[config.mk]
export PLATFORM = sky130hd
export DESIGN_NAME = banked_io_register_space
export DESIGN_NICKNAME = d
export VERILOG_FILES = /design/src/banked_io_pkg.sv /design/src/banked_io_register_space.sv
export VERILOG_INCLUDE_DIRS = /design/src
export SDC_FILE = /design/constraint.sdc
export NUM_CORES = 1
export LEC_CHECK = 0
export BUFFER_PORTS_ARGS = -buffer_cell sky130_fd_sc_hd__buf_2
export CAP_MARGIN = 5
export CORE_MARGIN = 2
export CORE_UTILIZATION = 42
export DETAILED_ROUTE_END_ITERATION = 8
export GPL_TIMING_DRIVEN = 0
export PLACE_DENSITY_LB_ADDON = 0.08
export SYNTH_ARGS = -nofsm -noshare
export SYNTH_HDL_FRONTEND = slang
export SYNTH_SLANG_ARGS = --single-unit
[constraint.sdc]
create_clock -name clk_i -period 7.65 [get_ports clk_i]
set_clock_uncertainty 0.05 [all_clocks]
set_input_delay 0.3825 -clock clk_i [delete_from_list [all_inputs] [get_ports clk_i]]
set_output_delay 0.3825 -clock clk_i [all_outputs]
set_load 0.02 [all_outputs]
[src/banked_io_defs.svh]
// Offsets, reset values, masks and bit positions of the banked register space
`ifndef BANKED_IO_DEFS_SVH
`define BANKED_IO_DEFS_SVH
// Size of the whole register space in bytes, two banks of equal size
`define BIO_SPACE_BYTES 512
`define BIO_BANK_BYTES 256
// Register indices within a bank, byte address is four times the index
`define BIO_OFF_P0_DATA 8'h00
`define BIO_OFF_P0_IE 8'h01
`define BIO_OFF_P0_GS 8'h02
`define BIO_OFF_P0_DM2 8'h03
`define BIO_OFF_P1_DATA 8'h04
`define BIO_OFF_P1_IE 8'h05
`define BIO_OFF_P1_GS 8'h06
`define BIO_OFF_P1_DM2 8'h07
`define BIO_OFF_ASC_A 8'h80
`define BIO_OFF_ASC_B 8'h84
`define BIO_OFF_FLAG 8'hF7
`define BIO_OFF_CFG 8'hF8
`define BIO_OFF_STATUS 8'hF9
// Reset values
`define BIO_RST_ZERO 8'h00
`define BIO_RST_DM2_ALL_HIZ 8'hFF
`define BIO_RST_P1_DM2 8'hFC
// Writable bits per register
`define BIO_WM_FULL 8'hFF
`define BIO_WM_FLAG 8'h01
`define BIO_WM_CFG 8'h01
`define BIO_CM_STATUS 8'h01
// Bit positions
`define BIO_FLAG_BANK_BIT 0
`define BIO_CFG_OPTIONAL_EXTERNAL_CLOCK_BIT 0
`define BIO_STATUS_RSVD_BIT 0
`define BIO_OPTIONAL_EXTERNAL_CLOCK_PIN 4
// Table indices of the bit-pattern registers
`define BIO_IDX_P0_DATA 0
`define BIO_IDX_P0_DM2 3
`define BIO_IDX_P1_DATA 4
`define BIO_IDX_P1_DM2 7
`define BIO_IDX_ASC_A 8
`define BIO_IDX_ASC_B 9
`define BIO_IDX_FLAG 10
`define BIO_IDX_CFG 11
`endif

[src/banked_io_pkg.sv]
// Types shared by the banked register space
`default_nettype none
package banked_io_pkg;
   // Level and active-low enable of one 8-pin port
   typedef struct packed {
      logic [7:0] level;
      logic [7:0] oe_n;
   } pin_drive_t;
   // Bank reached by an access
   typedef enum logic [0:0] {
      BANK_ZERO = 1'b0,
      BANK_ONE = 1'b1
   } bank_t;
   // Bus slave phase
   typedef enum logic [0:0] {
      BUS_IDLE = 1'b0,
      BUS_ACK = 1'b1
   } bus_state_t;
endpackage
`default_nettype wire

[src/banked_io_register_space.sv]
// Banked byte register space behind a classic Wishbone slave
`include "banked_io_defs.svh"
`default_nettype none
module banked_io_register_space #(
   parameter int SPACE_BYTES = `BIO_SPACE_BYTES
) (
   input wire logic clk_i,
   input wire logic rst_i,
   input wire logic cyc_i,
   input wire logic stb_i,
   input wire logic we_i,
   input wire logic [9:0] adr_i,
   input wire logic [3:0] sel_i,
   input wire logic [31:0] dat_i,
   output logic [31:0] dat_o,
   output logic ack_o,
   input wire logic external_reset_input_i,
   input wire logic [7:0] port0_pins_i,
   input wire logic [7:0] port1_pins_i,
   output banked_io_pkg::pin_drive_t port0_pins_o,
   output banked_io_pkg::pin_drive_t port1_pins_o,
   output logic [7:0] analog_sc_block_a_ctrl_o,
   output logic [7:0] analog_sc_block_b_ctrl_o,
   output logic bank_select_flag_o,
   output logic optional_external_clock_sel_o,
   output logic optional_external_clock_o
);
   import banked_io_pkg::*;

   ////////////////////////////////////////////////////////////////////////////
   // Register table

   localparam int REG_COUNT = 12;
   // Index offsets, one per stored register
   localparam logic [7:0] REG_OFF [REG_COUNT] = '{
      `BIO_OFF_P0_DATA, `BIO_OFF_P0_IE, `BIO_OFF_P0_GS, `BIO_OFF_P0_DM2,
      `BIO_OFF_P1_DATA, `BIO_OFF_P1_IE, `BIO_OFF_P1_GS, `BIO_OFF_P1_DM2,
      `BIO_OFF_ASC_A, `BIO_OFF_ASC_B, `BIO_OFF_FLAG, `BIO_OFF_CFG};
   // Reset values; port 1 low pins come up driven
   localparam logic [7:0] REG_RST [REG_COUNT] = '{
      `BIO_RST_ZERO, `BIO_RST_ZERO, `BIO_RST_ZERO, `BIO_RST_DM2_ALL_HIZ,
      `BIO_RST_ZERO, `BIO_RST_ZERO, `BIO_RST_ZERO, `BIO_RST_P1_DM2,
      `BIO_RST_ZERO, `BIO_RST_ZERO, `BIO_RST_ZERO, `BIO_RST_ZERO};
   // Writable bits; others read back as stored reset value
   localparam logic [7:0] REG_WM [REG_COUNT] = '{
      `BIO_WM_FULL, `BIO_WM_FULL, `BIO_WM_FULL, `BIO_WM_FULL,
      `BIO_WM_FULL, `BIO_WM_FULL, `BIO_WM_FULL, `BIO_WM_FULL,
      `BIO_WM_FULL, `BIO_WM_FULL, `BIO_WM_FLAG, `BIO_WM_CFG};
   // Reached from both banks (flag and config only)
   localparam logic [REG_COUNT-1:0] REG_BOTH = 12'hC00;

   // Refuse a space the decoder cannot serve
   if (SPACE_BYTES != `BIO_SPACE_BYTES) begin : g_space_check
      $error("register space must be 512 bytes");
   end

   ////////////////////////////////////////////////////////////////////////////
   // Declarations

   logic [7:0] regs [REG_COUNT]; // Stored registers
   logic [7:0] status; // Sticky event bits
   logic ext_meta; // External reset, first stage
   logic ext_sync; // External reset, synchronised
   logic soft_rst; // Either reset source
   bus_state_t state; // Bus phase
   bank_t bank; // Bank of the current access
   logic [7:0] off; // Index within the bank
   logic req; // New request in idle phase
   logic hit_valid; // Offset maps to a stored register
   logic [3:0] hit_idx; // Which stored register
   logic hit_status; // Offset maps to status
   logic wr_commit; // Write takes effect now
   logic [7:0] next_read; // Byte returned for the request
   logic [7:0] p0_data_view; // Port 0 data as software sees it
   logic [7:0] p1_data_view; // Port 1 data as software sees it

   assign bank = bank_t'(regs[`BIO_IDX_FLAG][`BIO_FLAG_BANK_BIT]);
   assign off = adr_i[9:2];
   assign req = cyc_i && stb_i && (state == BUS_IDLE);
   // Commit at the edge where the master samples ack
   assign wr_commit = cyc_i && stb_i && we_i && (state == BUS_ACK) && sel_i[0];
   assign soft_rst = rst_i || ext_sync;

   ////////////////////////////////////////////////////////////////////////////
   // External reset pin

   // Two-stage synchroniser; pin idles low so floating means run
   always_ff @(posedge clk_i) begin
      if (rst_i) begin
         ext_meta <= 1'b0;
         ext_sync <= 1'b0;
      end else begin
         ext_meta <= external_reset_input_i;
         ext_sync <= ext_meta;
      end
   end

   ////////////////////////////////////////////////////////////////////////////
   // Address decode

   // Bank 0 holds ports and analog; bank 1 is blank except shared registers
   always_comb begin
      hit_valid = 1'b0;
      hit_idx = 4'h0;
      for (int i = 0; i < REG_COUNT; i++) begin
         if (off == REG_OFF[i] && (REG_BOTH[i] || bank == BANK_ZERO)) begin
            hit_valid = 1'b1;
            hit_idx = 4'(i);
         end
      end
   end

   assign hit_status = (off == `BIO_OFF_STATUS);

   ////////////////////////////////////////////////////////////////////////////
   // Read path

   // Input pins show the pin level, driven pins the latched value
   assign p0_data_view = (port0_pins_i & regs[`BIO_IDX_P0_DM2])
      | (regs[`BIO_IDX_P0_DATA] & ~regs[`BIO_IDX_P0_DM2]);
   assign p1_data_view = (port1_pins_i & regs[`BIO_IDX_P1_DM2])
      | (regs[`BIO_IDX_P1_DATA] & ~regs[`BIO_IDX_P1_DM2]);

   // Blank locations read as zero
   always_comb begin
      next_read = 8'h00;
      if (hit_valid) begin
         unique case (hit_idx)
            4'(`BIO_IDX_P0_DATA): next_read = p0_data_view;
            4'(`BIO_IDX_P1_DATA): next_read = p1_data_view;
            default: next_read = regs[hit_idx];
         endcase
      end else if (hit_status) begin
         next_read = status;
      end
   end

   ////////////////////////////////////////////////////////////////////////////
   // Bus slave

   // Ack one cycle after the request, dropped the next cycle
   always_ff @(posedge clk_i) begin
      if (rst_i) begin
         state <= BUS_IDLE;
         ack_o <= 1'b0;
      end else begin
         unique case (state)
            BUS_IDLE: begin
               if (cyc_i && stb_i) begin
                  state <= BUS_ACK;
                  ack_o <= 1'b1;
               end
            end
            BUS_ACK: begin
               state <= BUS_IDLE;
               ack_o <= 1'b0;
            end
         endcase
      end
   end

   // Read data captured with the request; upper lanes read zero
   always_ff @(posedge clk_i) begin
      if (rst_i) begin
         dat_o <= 32'h0000_0000;
      end else if (req) begin
         dat_o <= {24'h00_0000, we_i ? 8'h00 : next_read};
      end
   end

   ////////////////////////////////////////////////////////////////////////////
   // Register storage

   // One update process per register; only writable bits change
   for (genvar g = 0; g < REG_COUNT; g++) begin : g_reg
      always_ff @(posedge clk_i) begin
         if (soft_rst) begin
            regs[g] <= REG_RST[g];
         end else if (wr_commit && hit_valid && hit_idx == 4'(g)) begin
            regs[g] <= (regs[g] & ~REG_WM[g]) | (dat_i[7:0] & REG_WM[g]);
         end
      end
   end

   // Blank access is logged; writing 1 clears, a new event wins
   always_ff @(posedge clk_i) begin
      if (soft_rst) begin
         status <= `BIO_RST_ZERO;
      end else begin
         if (cyc_i && stb_i && state == BUS_ACK && !hit_valid && !hit_status) begin
            status[`BIO_STATUS_RSVD_BIT] <= 1'b1;
         end else if (wr_commit && hit_status) begin
            status <= status & ~(dat_i[7:0] & `BIO_CM_STATUS);
         end
      end
   end

   ////////////////////////////////////////////////////////////////////////////
   // Pins and block outputs

   // Registered pin drive; programming pins stay driven in reset
   always_ff @(posedge clk_i) begin
      if (soft_rst) begin
         port0_pins_o <= '{level: `BIO_RST_ZERO, oe_n: `BIO_RST_DM2_ALL_HIZ};
         port1_pins_o <= '{level: `BIO_RST_ZERO, oe_n: `BIO_RST_P1_DM2};
      end else begin
         port0_pins_o <= '{level: regs[`BIO_IDX_P0_DATA], oe_n: regs[`BIO_IDX_P0_DM2]};
         port1_pins_o.level <= regs[`BIO_IDX_P1_DATA];
         port1_pins_o.oe_n <= regs[`BIO_IDX_P1_DM2];
         // Clock pin must not fight the external source
         if (regs[`BIO_IDX_CFG][`BIO_CFG_OPTIONAL_EXTERNAL_CLOCK_BIT]) begin
            port1_pins_o.oe_n[`BIO_OPTIONAL_EXTERNAL_CLOCK_PIN] <= 1'b1;
         end
      end
   end

   // Analog controls, bank flag and clock source selection
   always_ff @(posedge clk_i) begin
      if (soft_rst) begin
         analog_sc_block_a_ctrl_o <= `BIO_RST_ZERO;
         analog_sc_block_b_ctrl_o <= `BIO_RST_ZERO;
         bank_select_flag_o <= 1'b0;
         optional_external_clock_sel_o <= 1'b0;
         optional_external_clock_o <= 1'b0;
      end else begin
         analog_sc_block_a_ctrl_o <= regs[`BIO_IDX_ASC_A];
         analog_sc_block_b_ctrl_o <= regs[`BIO_IDX_ASC_B];
         bank_select_flag_o <= regs[`BIO_IDX_FLAG][`BIO_FLAG_BANK_BIT];
         optional_external_clock_sel_o <= regs[`BIO_IDX_CFG][`BIO_CFG_OPTIONAL_EXTERNAL_CLOCK_BIT];
         // Gated copy of pin 4, low while the internal source is used
         optional_external_clock_o <= regs[`BIO_IDX_CFG][`BIO_CFG_OPTIONAL_EXTERNAL_CLOCK_BIT]
            & port1_pins_i[`BIO_OPTIONAL_EXTERNAL_CLOCK_PIN];
      end
   end

   ////////////////////////////////////////////////////////////////////////////
   // Assertions

   AST_BANK0_ANALOG: assert property (
      @(posedge clk_i) disable iff (soft_rst)
      (req && !we_i && bank == BANK_ZERO && off == `BIO_OFF_ASC_A)
      |=> (ack_o && dat_o[7:0] == $past(regs[`BIO_IDX_ASC_A])))
      else $error("bank 0 analog read returned wrong byte");

   AST_BANK1_BLANK: assert property (
      @(posedge clk_i) disable iff (soft_rst)
      (req && !we_i && bank == BANK_ONE && off == `BIO_OFF_ASC_A)
      |=> (dat_o == 32'h0000_0000))
      else $error("bank 1 access reached a bank 0 register");

   AST_PORT1_WRITE: assert property (
      @(posedge clk_i) disable iff (soft_rst)
      (wr_commit && bank == BANK_ZERO && off == `BIO_OFF_P1_DATA)
      |=> (regs[`BIO_IDX_P1_DATA] == $past(dat_i[7:0])))
      else $error("port 1 data write not stored");

   AST_STATUS_STICKY: assert property (
      @(posedge clk_i) disable iff (soft_rst)
      (status[`BIO_STATUS_RSVD_BIT] && !(wr_commit && hit_status && dat_i[0]))
      |=> status[`BIO_STATUS_RSVD_BIT])
      else $error("clearable status bit lost without a clear");

   AST_EXT_RESET: assert property (
      @(posedge clk_i) disable iff (rst_i)
      ext_sync |=> (regs[`BIO_IDX_FLAG] == `BIO_RST_ZERO && status == `BIO_RST_ZERO))
      else $error("external reset did not clear registers");

   AST_PROG_PINS_DRIVEN: assert property (
      @(posedge clk_i) disable iff (rst_i)
      $fell(rst_i) |-> (port1_pins_o.oe_n[1:0] == 2'b00))
      else $error("programming pins released during reset");

   AST_EXT_CLOCK: assert property (
      @(posedge clk_i) disable iff (soft_rst)
      (regs[`BIO_IDX_CFG][`BIO_CFG_OPTIONAL_EXTERNAL_CLOCK_BIT] ##1 !soft_rst)
      |-> (port1_pins_o.oe_n[`BIO_OPTIONAL_EXTERNAL_CLOCK_PIN]
         && optional_external_clock_o == $past(port1_pins_i[`BIO_OPTIONAL_EXTERNAL_CLOCK_PIN])))
      else $error("external clock pin not routed");

   AST_NO_WAIT: assert property (
      @(posedge clk_i) disable iff (soft_rst)
      req |=> ack_o ##1 !ack_o)
      else $error("access not acknowledged in one cycle");

   AST_BLANK_LOGGED: assert property (
      @(posedge clk_i) disable iff (soft_rst)
      (cyc_i && stb_i && state == BUS_ACK && !hit_valid && !hit_status)
      |=> status[`BIO_STATUS_RSVD_BIT])
      else $error("blank location access not logged");

   AST_PORT0_PINS: assert property (
      @(posedge clk_i) disable iff (soft_rst)
      1'b1 |=> (port0_pins_o.level == $past(regs[`BIO_IDX_P0_DATA])
         && port0_pins_o.oe_n == $past(regs[`BIO_IDX_P0_DM2])))
      else $error("port 0 pins do not follow their registers");

endmodule // banked_io_register_space
`default_nettype wire

; ---- Yosys cells after proc, flatten, opt, wreduce, memory -nomap -nowiden
; Memories as Yosys holds them, arrays and structs flattened. A register that Yosys moved wholly into a read port is not among the register bits.
; Index checks and enable logic that the tools add are counted.
[word_totals]
ff_bits = 55
out_inout_bits = 84
mem_bits_rw = 96
memories = 1
[memory_table]
columns = name, words, word_bits, read_ports, rd_clocked_by_memory_dff, write_ports, line
row1 = regs, 12, 8, 9, 2, 12, banked_io_register_space.sv:60  ; logic [7:0] regs [REG_COUNT];
[op_classes]
eq_ne = 24
reduce_logical = 40
n_mux = 83
bitwise_logic = 28
[ops]
columns = op, n
row1 = two-way mux 8 bit, 15
row2 = two-way mux 1 bit, 55
row3 = AND 8 bit, 5
row4 = equality test 8 bit (second input constant), 5
row5 = equality test 8 x 3 -> 1 bit (second input constant), 4
row6 = logical AND 1 bit, 32
row7 = equality test 4 x 3 -> 1 bit (second input constant), 4
row8 = equality test 4 bit (second input constant), 4
row9 = equality test 8 x 2 -> 1 bit (second input constant), 2
row10 = two-way mux 4 bit, 4
row11 = NOT 8 bit, 2
row12 = bitwise OR 8 x 1 -> 8 bit, 2
row13 = bitwise OR 8 bit, 2
row14 = one-hot mux 8 bit (2 select lines), 1
row15 = two-way mux 3 bit, 4
row16 = bitwise OR 1 bit, 12
row17 = equality test 4 x 2 -> 1 bit (second input constant), 2
row18 = equality test 8 x 1 -> 1 bit (second input constant), 1
row19 = logical NOT 8 bit, 1
row20 = NOT 1 -> 8 bit, 1
row21 = equality test 4 x 1 -> 1 bit (second input constant), 1
row22 = logical NOT 4 bit, 1
row23 = two-way mux 2 bit, 2
row24 = one-hot mux 1 bit (2 select lines), 2
row25 = other kinds (8), 11

; ---- Longest topological paths before layout
; An unclocked memory read counts as a cell.
[depth]
depth_word = 21
ltp_mapped = 9
ltp_nobuf = 7

; ---- Worst setup path before layout
; Ideal clock, no wire load.
[synth_path]
path_kind = input to register
from = input port adr_i[4]
to = memory regs[7][0], enable pin
arrival_time_ns = 2.207
setup_time_ns = 0.384
slack_ns = 5.009
path_buffers = 1
cell_stages = 6
path_cell_list = or4b_4 -> a21o_1 -> nand2_1 -> nand2_1 -> clkbuf_1 -> o21ai_0
[synth_lines]
columns = item, line
row1 = "start, declared", banked_io_register_space.sv:12  ; input wire logic [9:0] adr_i,
row2 = "end, declared", banked_io_register_space.sv:60

==> run summary <==
Outcome
- **run status** completed

Clocking
- **number of H-tree branching levels** 4
- **clock latency of the later-clocked register in the worst-skew pair** 0.42 ns
- **TritonCTS sink count** 146
- **CTS tree** built
- **clk root buf** sky130_fd_sc_hd__clkbuf_16
- **Reg clk slew, reported paths** 0.06 ns
- **number of buffers between clock root and the deepest sink** 2
- **total clock buffers created by CTS** 17
- **buffers inserted during post-CTS setup optimization** 0
- **number of resized instances in the post-cts repair step** 0
- **Hold Buf Count CTS** 0

Worst setup path
- **Worst path max stage delay** 1.02 ns
- **Critical Path Slowest Stage Cell** sky130_fd_sc_hd__o21ai_0
- **Crit. End Element** flip-flop
- **count of cells along the worst register-to-register path** 7
- **count of buffering cells on the critical path with inverters included** 2
- **cell family contributing the most delay on the critical path** compound AO/OA/AOI/OAI gates
- **critical path startpoint category** flip-flop
- **data required time at the worst endpoint** 7.64 ns
- **class of the most critical setup path** flip-flop to flip-flop
- **cell breakdown of the critical path** nor2_1, o211ai_2, buf_2, nand2_2, nand2_1, clkbuf_1, o21ai_0
- **arrival time at the worst endpoint** 3.37 ns
- **number of cells on the critical path** 7
- **crit path max fanout** 10

Floorplan
- **area of the placeable core** 14600 um2
- **Die Ht** 126 um
- **total number of placement rows** 44
- **Die Footprint** 16000 um2
- **Die Wd** 126 um
- **Ports** 152
- **starting density of the core** 43.1%

Placement
- **total cell area at the placement stage** 7100 um2
- **hpwl dp** 13.2 mm
- **number of port buffers** 97
- **routability cong.** 0.916

Layout
- **final design utilization** 52.6%
- **most common library cell in the layout ignoring fill and taps** sky130_fd_sc_hd__buf_2
- **share of cells above drive strength 1** 22.8%
- **Fillers** 1363
- **final instance area** 7670 um2
- **number of nets at the end of the flow** 793
- **number of diodes** 0
- **most frequent cells in the layout** 104 x sky130_fd_sc_hd__buf_2, 86 x sky130_fd_sc_hd__and2_1, 82 x sky130_fd_sc_hd__edfxtp_1
- **area used by multi-input combinational logic** 2320 um2
- **growth of design area from synthesis to finish** 21.9%
- **sequential standard cell area** 3740 um2

STA
- **Max Slew Vio Count** 0
- **crit path time final** 3.38 ns
- **sum of negative setup slack** 0 ns
- **setup violators final** 0
- **pin slew with the least headroom to its limit** 1.27 ns
- **number of hold-slack violations in the final timing report** 0
- **RSZ-0062 raised after global routing** no
- **maximum frequency from static timing analysis** 296 MHz
- **worst hold slack** 0.126 ns
- **final worst-path cycle share** 44.2%
- **worst relative slew slack** 14.3%

Route
- **DRC violations left** 0
- **via count** 4761
- **number of antenna-violating nets in the routed design** 0
- **Routed WL** 17.5 mm
- **detailed-route wire length per cell** 18.9 um
- **DRC marker count from the first detailed-route iteration** 305
- **number of iterations in the first detailed-routing pass** 5
- **via/cell ratio** 5.16

Logic synthesis
- **fraction of registers with async set/reset** 0%
- **post-synthesis area per instance** 10.8 um2
- **Yosys warnings** 0
- **cell area after synthesis** 6290 um2
- **Post-synth EDFFs** 82
- **top flip-flop cell by instance count after synthesis** sky130_fd_sc_hd__edfxtp_1
- **sequential cell area fraction in the yosys report** 59.5%
- **number of flip-flops and latches in the synthesized netlist** 146
- **Synth cell types** 48
- **synthesized instance count** 583

GRT
- **maximum number of pins on one net before global-route repair** 17
- **Total GRT Usage** 22.0%
- **total global routing overflow** 0
- **number of antenna violations at the first check in global routing** 1
- **number of global-route vias before repair** 4676
- **first-pass GRT wire length** 26.1 mm

Flow run
- **maxcap violations** 0

Power and ir drop
- **worst IR drop on VDD** 158 uV
- **leakage power of the design** 0.00323 uW
- **power density over the cells** 230 nW/um2

Worst hold path
- **Cells on Worst Hold Path** 2
- **Tightest Hold Check Type** input pin to flip-flop

==> sequential cells by signal, summed over array words and instances, names as in the netlist, 8 cells and up <==
name / cells
analog_sc_block_a_ctrl_o: 8
analog_sc_block_b_ctrl_o: 8
dat_o: 8
port0_pins_o: 16
port1_pins_o: 16
regs: 82
==> through the flow <==
step / setup WS [ns] / cells / power (uW)
floorplan: 5.01 / 606 / 949
global placement: 4.19 / 887 / 996
detailed placement: 4.13 / 887 / 998
CTS: 4.30 / 919 / 1780
global route: 4.10 / 922 / 1820
finish: 4.27 / 922 / 1770
==> metal layers <==
layer  track usage [%]  up-vias  wire length (um)
li1                  -     2292                 -
met1              28.5     2245              7580
met2              35.3      198              8210
met3              6.28       26              1290
met4              8.21        0               387
met5                 0        -                 0
==> final timing paths <==
path / slack [ns] / end / start
hold reg to reg: 0.39 / ack_o / state
hold / removal: 0.13 / ext_meta / external_reset_input_i
setup / recovery: 4.27 / regs[7][3] / regs[10][0]
setup reg to reg: 4.27 / regs[7][3] / regs[10][0]
==> power breakdown <==
part / total [uW] / internal (uW) / switching, uW / leakage (uW)
clock: 783 / 474 / 309 / 0.000261
combinational: 119 / 38.9 / 79.8 / 0.00163
sequential: 864 / 854 / 10.1 / 0.00134
total: 1770 / 1370 / 399 / 0.00323
==> cell families after synthesis <==
| logic type | synth area share, % |
|---|---|
| mux | 3.98 |
| buf+inv | 5.01 |
| compound gates | 7.38 |
| simple gates | 24.1 |
| flops | 59.5 |
| other cells | 0.0596 |
==> Yosys cell counts (2+ instances only) <==
| cell type | n | share of area, % |
|---|---|---|
| sky130_fd_sc_hd__o21ai_0 | 34 | 2.7 |
| sky130_fd_sc_hd__dfxtp_1 | 64 | 20 |
| sky130_fd_sc_hd__o211ai_1 | 7 | 0.83 |
| sky130_fd_sc_hd__a31oi_1 | 8 | 0.80 |
| sky130_fd_sc_hd__nand3_1 | 21 | 1.7 |
| sky130_fd_sc_hd__or2_1 | 7 | 0.70 |
| sky130_fd_sc_hd__or3_1 | 24 | 2.4 |
| sky130_fd_sc_hd__edfxtp_1 | 82 | 39 |
| sky130_fd_sc_hd__a21oi_1 | 5 | 0.40 |
| sky130_fd_sc_hd__buf_2 | 6 | 0.48 |
| sky130_fd_sc_hd__inv_1 | 3 | 0.18 |
| sky130_fd_sc_hd__a221oi_1 | 8 | 1.1 |
| sky130_fd_sc_hd__nor3_1 | 13 | 1.0 |
| sky130_fd_sc_hd__nand3b_1 | 3 | 0.36 |
| sky130_fd_sc_hd__nor2b_1 | 5 | 0.50 |
| sky130_fd_sc_hd__and3_1 | 4 | 0.40 |
| sky130_fd_sc_hd__nand4_1 | 3 | 0.30 |
| sky130_fd_sc_hd__nand4b_1 | 3 | 0.42 |
| sky130_fd_sc_hd__and2_1 | 86 | 8.5 |
| sky130_fd_sc_hd__mux2i_1 | 25 | 4.0 |
| sky130_fd_sc_hd__nor3_2 | 2 | 0.32 |
| sky130_fd_sc_hd__nor2_1 | 42 | 2.5 |
| sky130_fd_sc_hd__nor4_1 | 3 | 0.30 |
| sky130_fd_sc_hd__o22ai_1 | 2 | 0.20 |
| sky130_fd_sc_hd__nand2_1 | 57 | 3.4 |
| sky130_fd_sc_hd__buf_4 | 24 | 2.9 |
| sky130_fd_sc_hd__clkbuf_1 | 21 | 1.3 |
==> final cells by class <==
class | instances | share of cell area [%]
multi-input combinational | 404 | 30.3
clock inverter | 12 | 1.53
clock buffer | 20 | 5.69
tap | 184 | 3.00
timing repair buffer | 100 | 6.59
inverter | 4 | 0.196
sequential | 146 | 48.8
buffer | 52 | 3.92
Note: power is estimated with default switching activity, not from simulation.
